File: src/include/ecp_params.svh
`ifndef ECP_PARAMS_SVH
`define ECP_PARAMS_SVH
// ----------------------------------------------------------------
// register offsets
// ----------------------------------------------------------------
`define ECP_OFS_CFGB 11'h401
`define ECP_OFS_ECR 11'h402
`define ECP_OFS_IDX 11'h403
`define ECP_OFS_DATA 11'h404
`define ECP_OFS_AUX 11'h405
`define ECP_SL_CTL0 3'h0
`define ECP_SL_CTL2 3'h2
`define ECP_SL_CTL4 3'h4
`define ECP_SL_SETUP 3'h5
// ----------------------------------------------------------------
// field positions and reset values
// ----------------------------------------------------------------
`define ECP_ECR_SVC 2
`define ECP_ECR_DMA 3
`define ECP_ECR_MASK 4
`define ECP_C0_TOMASK 0
`define ECP_C0_FREEZE 4
`define ECP_ECR_RST 8'h15
`define ECP_CTL0_RST 8'h00
`define ECP_CTL2_RST 8'h00
`define ECP_CTL4_RST 8'h07
`define ECP_SETUP_RST 8'h00
`define ECP_THRESH 5'h08
`endif

File: src/include/ecp_pkg.sv
`default_nettype none
package ecp_pkg;
    typedef enum logic [2:0] {
        ECP_MODE_STD = 3'h0,
        ECP_MODE_BYTE = 3'h1,
        ECP_MODE_PFIFO = 3'h2,
        ECP_MODE_EFIFO = 3'h3,
        ECP_MODE_EPP = 3'h4,
        ECP_MODE_RSVD = 3'h5,
        ECP_MODE_TEST = 3'h6,
        ECP_MODE_CFG = 3'h7
    } ecp_mode_e;
    typedef enum logic [0:0] {
        ECP_ST_IDLE = 1'h0,
        ECP_ST_WAIT = 1'h1
    } ecp_state_e;
    typedef struct packed {
        logic rd;
        logic wr;
        logic [10:0] addr;
        logic [7:0] wdata;
    } ecp_host_req_s;
    typedef struct packed {
        logic empty;
        logic full;
        logic [4:0] free_cnt;
        logic [4:0] fill_cnt;
        logic bottom_tag;
        logic stale;
    } ecp_fifo_stat_s;
endpackage
`default_nettype wire

File: src/rtl/ecp_ext_regs.sv
`timescale 1ns/1ps
`default_nettype none
`include "ecp_params.svh"
module ecp_ext_regs (
    input wire logic mclk,
    input wire logic reset,
    input wire ecp_pkg::ecp_host_req_s host_req,
    output logic host_ready,
    output logic iochrdy,
    output logic rd_valid,
    output logic [7:0] rd_data,
    input wire logic rd_ready,
    input wire ecp_pkg::ecp_fifo_stat_s fifo_stat,
    input wire logic clk_frozen,
    input wire logic line_dir,
    input wire logic ext_enable,
    input wire logic dma_req_in,
    input wire logic epp_timeout,
    input wire logic err_n_pin,
    input wire logic irq_line_pin,
    input wire logic tc_pin,
    input wire logic dack_n_pin,
    output logic irq_pulse,
    output logic [2:0] mode,
    output logic dma_enable,
    output logic drq_out,
    output logic drq_oe_n,
    output logic dack_active,
    output logic freeze,
    output logic freeze_init,
    output logic [7:0] control2,
    output logic [7:0] control4,
    output logic [7:0] port_dma_irq_setup
);
    import ecp_pkg::*;

    // ----------------------------------------------------------------
    // pin synchronisers
    // ----------------------------------------------------------------
    localparam int NSYNC = 4;
    logic [NSYNC-1:0] pin_raw;
    logic [NSYNC-1:0] meta_r;
    logic [NSYNC-1:0] sync_r;
    logic [NSYNC-1:0] sync_d_r;
    assign pin_raw = {dack_n_pin, tc_pin, irq_line_pin, err_n_pin};

    // two flops per pin, then one delay stage for edge detection
    always_ff @(posedge mclk)
    begin
        if (reset)
        begin
            meta_r <= 4'hD;
            sync_r <= 4'hD;
            sync_d_r <= 4'hD;
        end
        else
        begin
            meta_r <= pin_raw;
            sync_r <= meta_r;
            sync_d_r <= sync_r;
        end
    end

    logic err_n_s;
    logic err_n_d;
    logic irq_s;
    logic tc_rise;
    logic dack_s;
    assign err_n_s = sync_r[0];
    assign err_n_d = sync_d_r[0];
    assign irq_s = sync_r[1];
    assign tc_rise = sync_r[2] & ~sync_d_r[2];
    assign dack_s = ~sync_r[3];

    // ----------------------------------------------------------------
    // register state
    // ----------------------------------------------------------------
    logic [7:0] ecr_r, ecr_nxt;
    logic [2:0] idx_r, idx_nxt;
    logic [7:0] ctl0_r, ctl0_nxt;
    logic [7:0] ctl2_r, ctl2_nxt;
    logic [7:0] ctl4_r, ctl4_nxt;
    logic [7:0] setup_r, setup_nxt;
    logic irq_r, irq_nxt;
    logic freeze_r, freeze_nxt;
    logic finit_r, finit_nxt;
    logic drq_r, drq_nxt;
    logic drq_oe_n_r, drq_oe_n_nxt;
    logic dack_r, dack_nxt;
    ecp_state_e state_r, state_nxt;
    logic [7:0] rdata_comb;
    logic acc_rd, acc_wr, push;
    logic hw_set, ev_err, ev_to;
    ecp_host_req_s held_r, held_nxt;
    ecp_host_req_s cur;

    // request seen this cycle, or the one parked for a stale read
    assign cur = (state_r == ECP_ST_WAIT) ? held_r : host_req;
    assign acc_wr = (state_r == ECP_ST_IDLE) & host_ready & host_req.wr;
    assign acc_rd = (state_r == ECP_ST_IDLE) & host_ready & host_req.rd;

    // read data mux
    always_comb
    begin
        rdata_comb = 8'h00;
        if (cur.addr == `ECP_OFS_CFGB)
        begin
            // mirror of setup bits, mode 111 only
            if (ecr_r[7:5] == ECP_MODE_CFG)
                rdata_comb = {1'b0, irq_s, setup_r[5:3], 1'b0, setup_r[1:0]};
        end
        else if (cur.addr == `ECP_OFS_ECR)
        begin
            // frozen clock forces flags on, service off
            rdata_comb = {ecr_r[7:3], ecr_r[2] & ~clk_frozen,
                          fifo_stat.full | clk_frozen, fifo_stat.empty | clk_frozen};
        end
        else if (cur.addr == `ECP_OFS_IDX)
        begin
            if (ext_enable)
                rdata_comb = {5'h00, idx_r};
        end
        else if (cur.addr == `ECP_OFS_DATA)
        begin
            if (ext_enable)
            begin
                if (idx_r == `ECP_SL_CTL0)
                    rdata_comb = ctl0_r;
                else if (idx_r == `ECP_SL_CTL2)
                    rdata_comb = ctl2_r;
                else if (idx_r == `ECP_SL_CTL4)
                    rdata_comb = ctl4_r;
                else if (idx_r == `ECP_SL_SETUP)
                    rdata_comb = setup_r;
            end
        end
        else if (cur.addr == `ECP_OFS_AUX)
        begin
            // bottom tag in backward mode 011, else zero
            if (ecr_r[7:5] == ECP_MODE_EFIFO && line_dir)
                rdata_comb = {fifo_stat.bottom_tag, 7'h00};
        end
    end

    // ----------------------------------------------------------------
    // control and event logic
    // ----------------------------------------------------------------
    always_comb
    begin
        ecr_nxt = ecr_r;
        idx_nxt = idx_r;
        ctl0_nxt = ctl0_r;
        ctl2_nxt = ctl2_r;
        ctl4_nxt = ctl4_r;
        setup_nxt = setup_r;
        if (acc_wr)
        begin
            if (host_req.addr == `ECP_OFS_ECR)
                ecr_nxt[7:2] = host_req.wdata[7:2];
            else if (host_req.addr == `ECP_OFS_IDX && ext_enable)
                idx_nxt = host_req.wdata[2:0];
            else if (host_req.addr == `ECP_OFS_DATA && ext_enable)
            begin
                // write lands in selected register only
                if (idx_r == `ECP_SL_CTL0)
                    ctl0_nxt = host_req.wdata;
                else if (idx_r == `ECP_SL_CTL2)
                    ctl2_nxt = host_req.wdata;
                else if (idx_r == `ECP_SL_CTL4)
                    ctl4_nxt = host_req.wdata;
                else if (idx_r == `ECP_SL_SETUP)
                    setup_nxt = host_req.wdata;
            end
            // writes to the mirror fall through untouched
        end
        // armed events by DMA state and direction
        hw_set = ~ecr_r[`ECP_ECR_SVC] & (ecr_r[`ECP_ECR_DMA] ? tc_rise :
                 (line_dir ? (fifo_stat.fill_cnt >= `ECP_THRESH) : (fifo_stat.free_cnt >= `ECP_THRESH)));
        // hardware set wins over a software clear
        if (hw_set)
            ecr_nxt[`ECP_ECR_SVC] = 1'b1;
        // error falling edge, or unmask with error low
        ev_err = ~ecr_nxt[`ECP_ECR_MASK] & ((err_n_d & ~err_n_s) |
                 (ecr_r[`ECP_ECR_MASK] & ~err_n_s));
        ev_to = epp_timeout & ctl0_r[`ECP_C0_TOMASK];
        irq_nxt = hw_set | ev_err | ev_to;
        // freeze in mode 011, release pulses init
        freeze_nxt = (ecr_nxt[7:5] == ECP_MODE_EFIFO) & ctl0_nxt[`ECP_C0_FREEZE];
        finit_nxt = (ecr_r[7:5] == ECP_MODE_EFIFO) & ctl0_r[`ECP_C0_FREEZE] & ~ctl0_nxt[`ECP_C0_FREEZE];
        // request floats and acknowledge ignored with DMA off
        drq_oe_n_nxt = ~ecr_nxt[`ECP_ECR_DMA];
        drq_nxt = dma_req_in & ecr_nxt[`ECP_ECR_DMA] & ~ecr_nxt[`ECP_ECR_SVC];
        dack_nxt = dack_s & ecr_nxt[`ECP_ECR_DMA];
    end

    // register stage for control state
    always_ff @(posedge mclk)
    begin
        if (reset)
        begin
            ecr_r <= `ECP_ECR_RST;
            idx_r <= 3'h0;
            ctl0_r <= `ECP_CTL0_RST;
            ctl2_r <= `ECP_CTL2_RST;
            ctl4_r <= `ECP_CTL4_RST;
            setup_r <= `ECP_SETUP_RST;
            irq_r <= 1'b0;
            freeze_r <= 1'b0;
            finit_r <= 1'b0;
            drq_r <= 1'b0;
            drq_oe_n_r <= 1'b1;
            dack_r <= 1'b0;
        end
        else
        begin
            ecr_r <= ecr_nxt;
            idx_r <= idx_nxt;
            ctl0_r <= ctl0_nxt;
            ctl2_r <= ctl2_nxt;
            ctl4_r <= ctl4_nxt;
            setup_r <= setup_nxt;
            irq_r <= irq_nxt;
            freeze_r <= freeze_nxt;
            finit_r <= finit_nxt;
            drq_r <= drq_nxt;
            drq_oe_n_r <= drq_oe_n_nxt;
            dack_r <= dack_nxt;
        end
    end

    // ----------------------------------------------------------------
    // read sequencing and two-entry read buffer
    // ----------------------------------------------------------------
    logic out_v_r, out_v_nxt, skid_v_r, skid_v_nxt;
    logic [7:0] out_d_r, out_d_nxt, skid_d_r, skid_d_nxt;
    logic ready_r, ready_nxt, rdy_r, rdy_nxt;

    always_comb
    begin
        state_nxt = state_r;
        held_nxt = held_r;
        push = 1'b0;
        case (state_r)
            ECP_ST_IDLE:
            begin
                if (acc_rd)
                begin
                    if (host_req.addr == `ECP_OFS_ECR && fifo_stat.stale)
                    begin
                        state_nxt = ECP_ST_WAIT;
                        held_nxt = host_req;
                    end
                    else
                        push = 1'b1;
                end
            end
            ECP_ST_WAIT:
            begin
                if (!fifo_stat.stale)
                begin
                    push = 1'b1;
                    state_nxt = ECP_ST_IDLE;
                end
            end
            default:
                state_nxt = ECP_ST_IDLE;
        endcase
        out_v_nxt = out_v_r;
        out_d_nxt = out_d_r;
        skid_v_nxt = skid_v_r;
        skid_d_nxt = skid_d_r;
        // drain first, so a skid word moves up
        if (out_v_r && rd_ready)
        begin
            if (skid_v_r)
            begin
                out_d_nxt = skid_d_r;
                skid_v_nxt = 1'b0;
            end
            else
                out_v_nxt = 1'b0;
        end
        if (push)
        begin
            if (!out_v_nxt)
            begin
                out_v_nxt = 1'b1;
                out_d_nxt = rdata_comb;
            end
            else
            begin
                skid_v_nxt = 1'b1;
                skid_d_nxt = rdata_comb;
            end
        end
        ready_nxt = (state_nxt == ECP_ST_IDLE) & ~(out_v_nxt & skid_v_nxt);
        // ready line low while the read is stretched
        rdy_nxt = (state_nxt == ECP_ST_IDLE);
    end

    // register stage for the read path
    always_ff @(posedge mclk)
    begin
        if (reset)
        begin
            state_r <= ECP_ST_IDLE;
            held_r <= '0;
            out_v_r <= 1'b0;
            out_d_r <= 8'h00;
            skid_v_r <= 1'b0;
            skid_d_r <= 8'h00;
            ready_r <= 1'b1;
            rdy_r <= 1'b1;
        end
        else
        begin
            state_r <= state_nxt;
            held_r <= held_nxt;
            out_v_r <= out_v_nxt;
            out_d_r <= out_d_nxt;
            skid_v_r <= skid_v_nxt;
            skid_d_r <= skid_d_nxt;
            ready_r <= ready_nxt;
            rdy_r <= rdy_nxt;
        end
    end

    assign host_ready = ready_r;
    assign iochrdy = rdy_r;
    assign rd_valid = out_v_r;
    assign rd_data = out_d_r;
    assign irq_pulse = irq_r;
    assign mode = ecr_r[7:5];
    assign dma_enable = ecr_r[`ECP_ECR_DMA];
    assign drq_out = drq_r;
    assign drq_oe_n = drq_oe_n_r;
    assign dack_active = dack_r;
    assign freeze = freeze_r;
    assign freeze_init = finit_r;
    assign control2 = ctl2_r;
    assign control4 = ctl4_r;
    assign port_dma_irq_setup = setup_r;
endmodule // ecp_ext_regs
`default_nettype wire

File: config.mk
export PLATFORM = sky130hd
export DESIGN_NAME = ecp_ext_regs
export DESIGN_NICKNAME = d
export VERILOG_FILES = /design/src/include/ecp_pkg.sv /design/src/rtl/ecp_ext_regs.sv
export VERILOG_INCLUDE_DIRS = /design/src /design/src/include
export SDC_FILE = /design/constraint.sdc
export NUM_CORES = 1
export LEC_CHECK = 0
export ABC_AREA = 1
export BUFFER_PORTS_ARGS = -buffer_cell sky130_fd_sc_hd__buf_2
export CORE_MARGIN = 4
export CORE_UTILIZATION = 40
export DETAILED_ROUTE_END_ITERATION = 16
export PLACE_DENSITY = 0.67
export SYNTH_ARGS = -nofsm -noshare
export SYNTH_HDL_FRONTEND = slang
export SYNTH_SLANG_ARGS = --single-unit
File: constraint.sdc
create_clock -name mclk -period 1.7 [get_ports mclk]
set_clock_uncertainty 0.15 [all_clocks]
set_input_delay 0.17 -clock mclk [delete_from_list [all_inputs] [get_ports mclk]]
set_output_delay 0.17 -clock mclk [all_outputs]
set_load 0.02 [all_outputs]
==> summary.txt, run 1 <==
status = finished with violations
failing checks = negative setup slack
clock latency on the worst-skew pair = 360 ps
Period minus WS final = 1750 ps
sequential fraction of the synthesis area = 41.5%
Routed Antenna Nets = 0
# rows = 37
Post-Route WL = 12300 µm
Root Driver = clkbuf_8
Slew Viols, Final = 0
maximum fanout along the worst path = 6
Slowest-stage cell, CP = dfxtp_4
area delta synth->final = 32.2%
XOR/XNOR share of the synthesized area = 0%
Critical Path AT = 1890 ps
mux cell area share after synthesis = 0%
Setup CP Type = reg2reg
RR Startpoint = state_r$_SDFF_PP0_
Slew @ Worst Pin = 360 ps
largest net degree at the start of global routing = 54
Die X = 112 µm
crit-path max cell delay = 390 ps
CTS buffer count = 9
CTS tree = done
Worst-path clk slew = 90 ps
simple-gate share of the synthesized area = 31.7%
CP cell instances = clkinv_8, buf_8, nand2_4, nand2_4, nand2_4, o21ai_0, nand3_1, a21o_1, a21oi_1
global-route usage over all layers = 18.9%
DPL Wire Length = 9190 µm
crit path launch = state_r$_SDFF_PP0_
Worst Hold Launch = fifo_stat[0]
yosys warns = 0
total grt overflow = 0
I/O pins = 92
layout cells sized above 1 = 34.2%
Initial Util = 41.2%
main combinational cell family by area after synthesis = simple AND/OR/NAND/NOR gates
vias in the first global route = 4014
drt pass-1 iters = 5
Critical Path Start Type = flop
clk sinks = 89
# DRC = 0
synthesized area per cell = 7.34 µm²
Inserted Diodes = 0
antenna violations before repair = 0
post-synthesis register bit count = 89
fmax = 0.571 GHz
Worst Setup End Kind = flop
maximum clock path buffer count = 2
library cells used by synthesis = 39
DR iter-0 viols = 242
first-pass GRT wire length = 19100 µm
CTS HTree Levels = 3
WP data required = 1840 ps
setup slack after layout = -50.2 ps
RSZ-0062 raised after global routing = yes
Pleak = 2.62 nW
synthesized cell area = 4300 µm²
buffers added on ports = 85
Power Density = 692 nW/µm²
cell mode on critical path = nand2_4
vias per cell = 4.94
Synth Area in Adders = 0%
Routability Congestion = 0.956
max-cap violations = 0
Final Setup Violations = 16
area of the core = 10400 µm²
post-layout util = 54.5%
Final #Nets = 768
peak supply drop = 0.437 mV
Avg WL per Cell = 14.2 µm
period utilisation layout = 103%
Syn Inst Count = 585
Synth Net Count = 632
via count = 4258
Slew HR = 76.0%
Design Power = 3.93 mW
Cells after DPL = 811
Hold Path Class = in2reg
Die Ht = 112 µm
Final Hold Viols = 0
post-synthesis compound-gate area fraction = 15.3%
Total Die Area = 12500 µm²
Cell Count, Final, Fillers Out = 862
worst reg2reg setup slack = -50 ps
## logic make-up after synthesis
family	Yosys count
and+or+nand+nor	266
AOI/OAI and AO/OA	117
buffers and inverters	113
DFF	89
## cell type report
class / count / area [µm²]
clock buffer: 10 / 128
clock inverter: 6 / 50.0
fill: 978 / 4740
inverter: 90 / 358
multi-input combinational: 383 / 2150
sequential: 89 / 1790
tap: 136 / 170
timing repair buffer: 148 / 1040
## cell usage after synthesis (all sizes together)
master,count,area (µm²)
clkbuf,7,26.3
o21ai,50,265
inv,90,345
or3,1,6.26
dfxtp,89,1780
nand4,19,131
a211oi,3,22.5
or2,11,68.8
a21o,1,7.51
nand3,38,230
nand2,121,519
a21oi,53,288
nand3b,3,22.5
o22ai,1,6.26
o211ai,8,60.1
nor2,70,359
o21a,1,7.51
nor3,3,25.0
buf,16,124
## critical path, delay by kind of cell (launching register included)
| family | cells | cell delay [ps] |
|---|---|---|
| flops | 1 | 390 |
| compound gates | 3 | 560 |
| simple gates | 4 | 400 |
| buf+inv | 2 | 190 |
## report_power, final
group | internal, mW | switching, mW
logic | 0.179 | 0.266
clock network | 0.547 | 0.792
registers | 2.13 | 0.0196
total | 2.85 | 1.08
## sequential cells by signal, indices dropped and copies added (netlist names), 4 cells and up
| name | count |
|---|---|
| port_dma_irq_setup | 8 |
| control2 | 8 |
| held_r | 11 |
| skid_d_r | 8 |
| sync_r | 4 |
| ctl0_r | 8 |
| control4 | 8 |
| ecr_r | 6 |
| rd_data | 8 |
| meta_r | 4 |
## metal layers
metal / vias to the layer above / wire (µm) / global-route usage (%)
li1: 2153 / - / -
met1: 1934 / 5470 / 25.6
met2: 139 / 5670 / 30.1
met3: 32 / 830 / 3.80
met4: 0 / 315 / 6.73
met5: - / 0 / 0
## worst paths after layout
check | endpoint | depth (start not counted)
worst max-delay path | skid_d_r[7]$_SDFFE_PP0P_ | 9
worst min-delay path | state_r$_SDFF_PP0_ | 5
worst max register to register | skid_d_r[7]$_SDFFE_PP0P_ | 9
worst min register to register | dack_active$_SDFF_PP0_ | 1
## cell usage in the layout (no fill, tap or decap), drive strengths merged, types with 8 or more instances in the layout
cell	count
o21ai	50
clkbuf	11
nand3	38
o211ai	8
inv	91
buf	133
nor2	70
nand2	121
dfxtp	89
or2	11
nand4	19
dlygate4sd3	14
a21oi	53
## what timing repair did
| action | in CTS | in global routing |
|---|---|---|
| cloned | 0 | 2 |
| pin swaps | 0 | 34 |
| gates resized for setup | 2 | 57 |
| buffers inserted | 0 | 19 |
| endpoints found under the setup margin | 22 | 40 |
| hold buffers | 14 | 0 |
| endpoints found under the hold margin | 19 | 0 |
## per-stage QoR
step	instance area [µm²]	setup slack, ps	TNS (ps)	hold slack, ps
2_1_floorplan	4300	119	0	113
3_3_place_gp	5000	-25.5	-107	203
3_5_place_dp	5000	-51.0	-503	205
4_1_cts	5320	2.15	0	5.34
5_1_grt	5680	-133	-2880	33.2
6_report	5680	-50.2	-390	10.6
Note: power is estimated with default switching activity, not from simulation.
==> inputs of run 2 (changes only) <==
--- a/config.mk
+++ b/config.mk
@@ -11,6 +11,7 @@
 export CORE_MARGIN = 4
 export CORE_UTILIZATION = 40
 export DETAILED_ROUTE_END_ITERATION = 16
+export MAX_ROUTING_LAYER = met4
 export PLACE_DENSITY = 0.67
 export SYNTH_ARGS = -nofsm -noshare
 export SYNTH_HDL_FRONTEND = slang
==> run 2 against run 1 <==
Against the previous run: the flow still finishes with violations (negative setup slack); final cell count shrank 1.6%; global-route usage grew 0.94 points; clock power grew 17%; setup slack gained 48 ps; flip-flop and latch count is the same; via count shrank 0.38%; power grew 5.6%; register-to-register slack gained 50 ps; critical path type unchanged; critical endpoint is now skid_d_r[3]$_SDFFE_PP0P_; largest power group unchanged.
==> summary.txt, run 2 (synthesized netlist as in run 1, its figures left out) <==
Top delay family on crit path = simple AND/OR/NAND/NOR gates
failing checks = negative setup slack
CTS HTree Levels = 3
buffers added on ports = 85
crit-path max cell delay = 390 ps
Worst Setup End Kind = flop
fill cell count = 1022
Setup TNS = -2.43 ps
area of the multi-input gates = 2070 µm²
Setup CP Type = reg2reg
period utilisation layout = 100%
global-route usage over all layers = 19.9%
vias in the first global route = 3933
Final #Nets = 754
Power Density = 760 nW/µm²
I/O pins = 92
WP data required = 1840 ps
clk sinks = 89
clock latency on the worst-skew pair = 370 ps
R2R depth = 9
Slew HR = 77.9%
largest register by flop count = held_r
Root Driver = clkbuf_8
total grt overflow = 0
commonest non-fill, non-tap cells in the layout = 97 x nand2_1, 88 x dfxtp_1, 86 x buf_2
Reg area = 1790 µm²
Post-Route WL = 12100 µm
# rows = 37
Worst-path clk slew = 90 ps
Routed Antenna Nets = 0
Initial Util = 41.2%
# DRC = 0
vias per cell = 5.00
Hold Path Class = in2reg
Slowest-stage cell, CP = dfxtp_4
fmax = 0.587 GHz
CTS buffer count = 9
Cells after DPL = 813
maximum fanout along the worst path = 13
layout cells sized above 1 = 30.5%
Period minus WS final = 1700 ps
RSZ-0062 raised after global routing = yes
Total Die Area = 12500 µm²
maximum clock path buffer count = 2
Worst Hold Launch = clk_frozen
first-pass GRT wire length = 19300 µm
CTS tree = done
Final Hold Viols = 0
Hold WS = 16.9 ps
max-cap violations = 0
Slew @ Worst Pin = 331 ps
drt pass-1 iters = 5
antenna violations before repair = 0
via count = 4242
most common cell after layout, fill and taps aside = nand2_1
DR iter-0 viols = 261
Post-Place Worst Slack = -71.5 ps
Inserted Diodes = 0
worst path bufs/invs = 2
largest net degree at the start of global routing = 54
area delta synth->final = 27.1%
Die X = 112 µm
Largest register FFs = 11
status = finished with violations
Final Setup Violations = 1
post-layout util = 52.4%
worst reg2reg setup slack = -2 ps
cell mode on critical path = nor2_1
WHS Endpoint = rd_data[2]$_SDFF_PP0_
area of the core = 10400 µm²
setup slack after layout = -2.43 ps
DPL Wire Length = 9220 µm
peak supply drop = 0.520 mV
hold path depth = 4
RR Startpoint = state_r$_SDFF_PP0_
CP Depth = 9
Critical Path AT = 1840 ps
Pleak = 2.55 nW
Cell Count, Final, Fillers Out = 848
FF-to-FF End = skid_d_r[3]$_SDFFE_PP0P_
Avg WL per Cell = 14.3 µm
Critical Path Start Type = flop
CP cell instances = inv_8, nor2_1, nand3b_1, nand2_4, buf_2, nand4_1, nand3_2, nor2_1, nor2_1
Die Ht = 112 µm
Routability Congestion = 0.980
Slew Viols, Final = 0
run 2: cell types whose count changed in the layout (fill, tap and decap cells not counted), moves of 4 or more:
cell	previous run	this run
o21ai_0	31	37
buf_6	6	2
nand2_4	11	4
nor2_1	48	53
nor2_2	12	8
nand2_1	91	97
buf_4	35	29
run 2: cell type report:
| cell class | instances | area share, % |
|---|---|---|
| timing repair buffer | 134 | 15.9 |
| multi-input combinational | 383 | 37.9 |
| tap | 136 | 3.11 |
| inverter | 90 | 6.41 |
| sequential | 89 | 32.7 |
| clock buffer | 13 | 3.09 |
| clock inverter | 3 | 0.870 |
run 2: how the worst max path moves through the flow:
stage / startpoint / to / slack [ps]
2_1_floorplan: state_r$_SDFF_PP0_ / ctl0_r[5]$_SDFFE_PP0P_ / 120
3_3_place_gp: idx_r[0]$_SDFFE_PP0P_ / ctl0_r[7]$_SDFFE_PP0P_ / -40
3_5_place_dp: state_r$_SDFF_PP0_ / skid_d_r[1]$_SDFFE_PP0P_ / -70
4_1_cts: state_r$_SDFF_PP0_ / skid_d_r[3]$_SDFFE_PP0P_ / 9
5_1_grt: state_r$_SDFF_PP0_ / rd_data[1]$_SDFF_PP0_ / -80
6_report: state_r$_SDFF_PP0_ / skid_d_r[3]$_SDFFE_PP0P_ / -2
run 2: metrics by stage:
step / total power, mW / area, µm²
floorplan: 2.43 / 4300
global placement: 2.58 / 5000
detailed placement: 2.59 / 5000
CTS: 4.16 / 5390
global route: 4.31 / 5460
finish: 4.15 / 5460
run 2: repair_timing:
item                       4_1_cts  5_1_grt
gates resized for setup          6       13
hold buffers                    14        0
hold endpoints to repair        20        0
buffers inserted                 1        4
pin swaps                        1        4
setup endpoints to repair       22       36
run 2: worst reg2reg max path: cells and delay by family (launching register included):
| family | cells | cell delay, ps |
|---|---|---|
| simple gates | 7 | 850 |
| flops | 1 | 390 |
| buf+inv | 2 | 240 |
run 2: power breakdown:
group          switching, mW  leakage, nW  internal, mW
combinational          0.258         1.71         0.170
clock                  0.766        0.110         0.807
sequential            0.0211        0.723          2.13
run 2: per-layer routing:
metal  routed length (µm)  part of all wire [%]  track usage [%]
met4                  278                   2.3             7.30
met1                 5550                    46             25.8
met2                 5550                    46             30.5
met5                    0                     0                -
met3                  722                   6.0             4.18
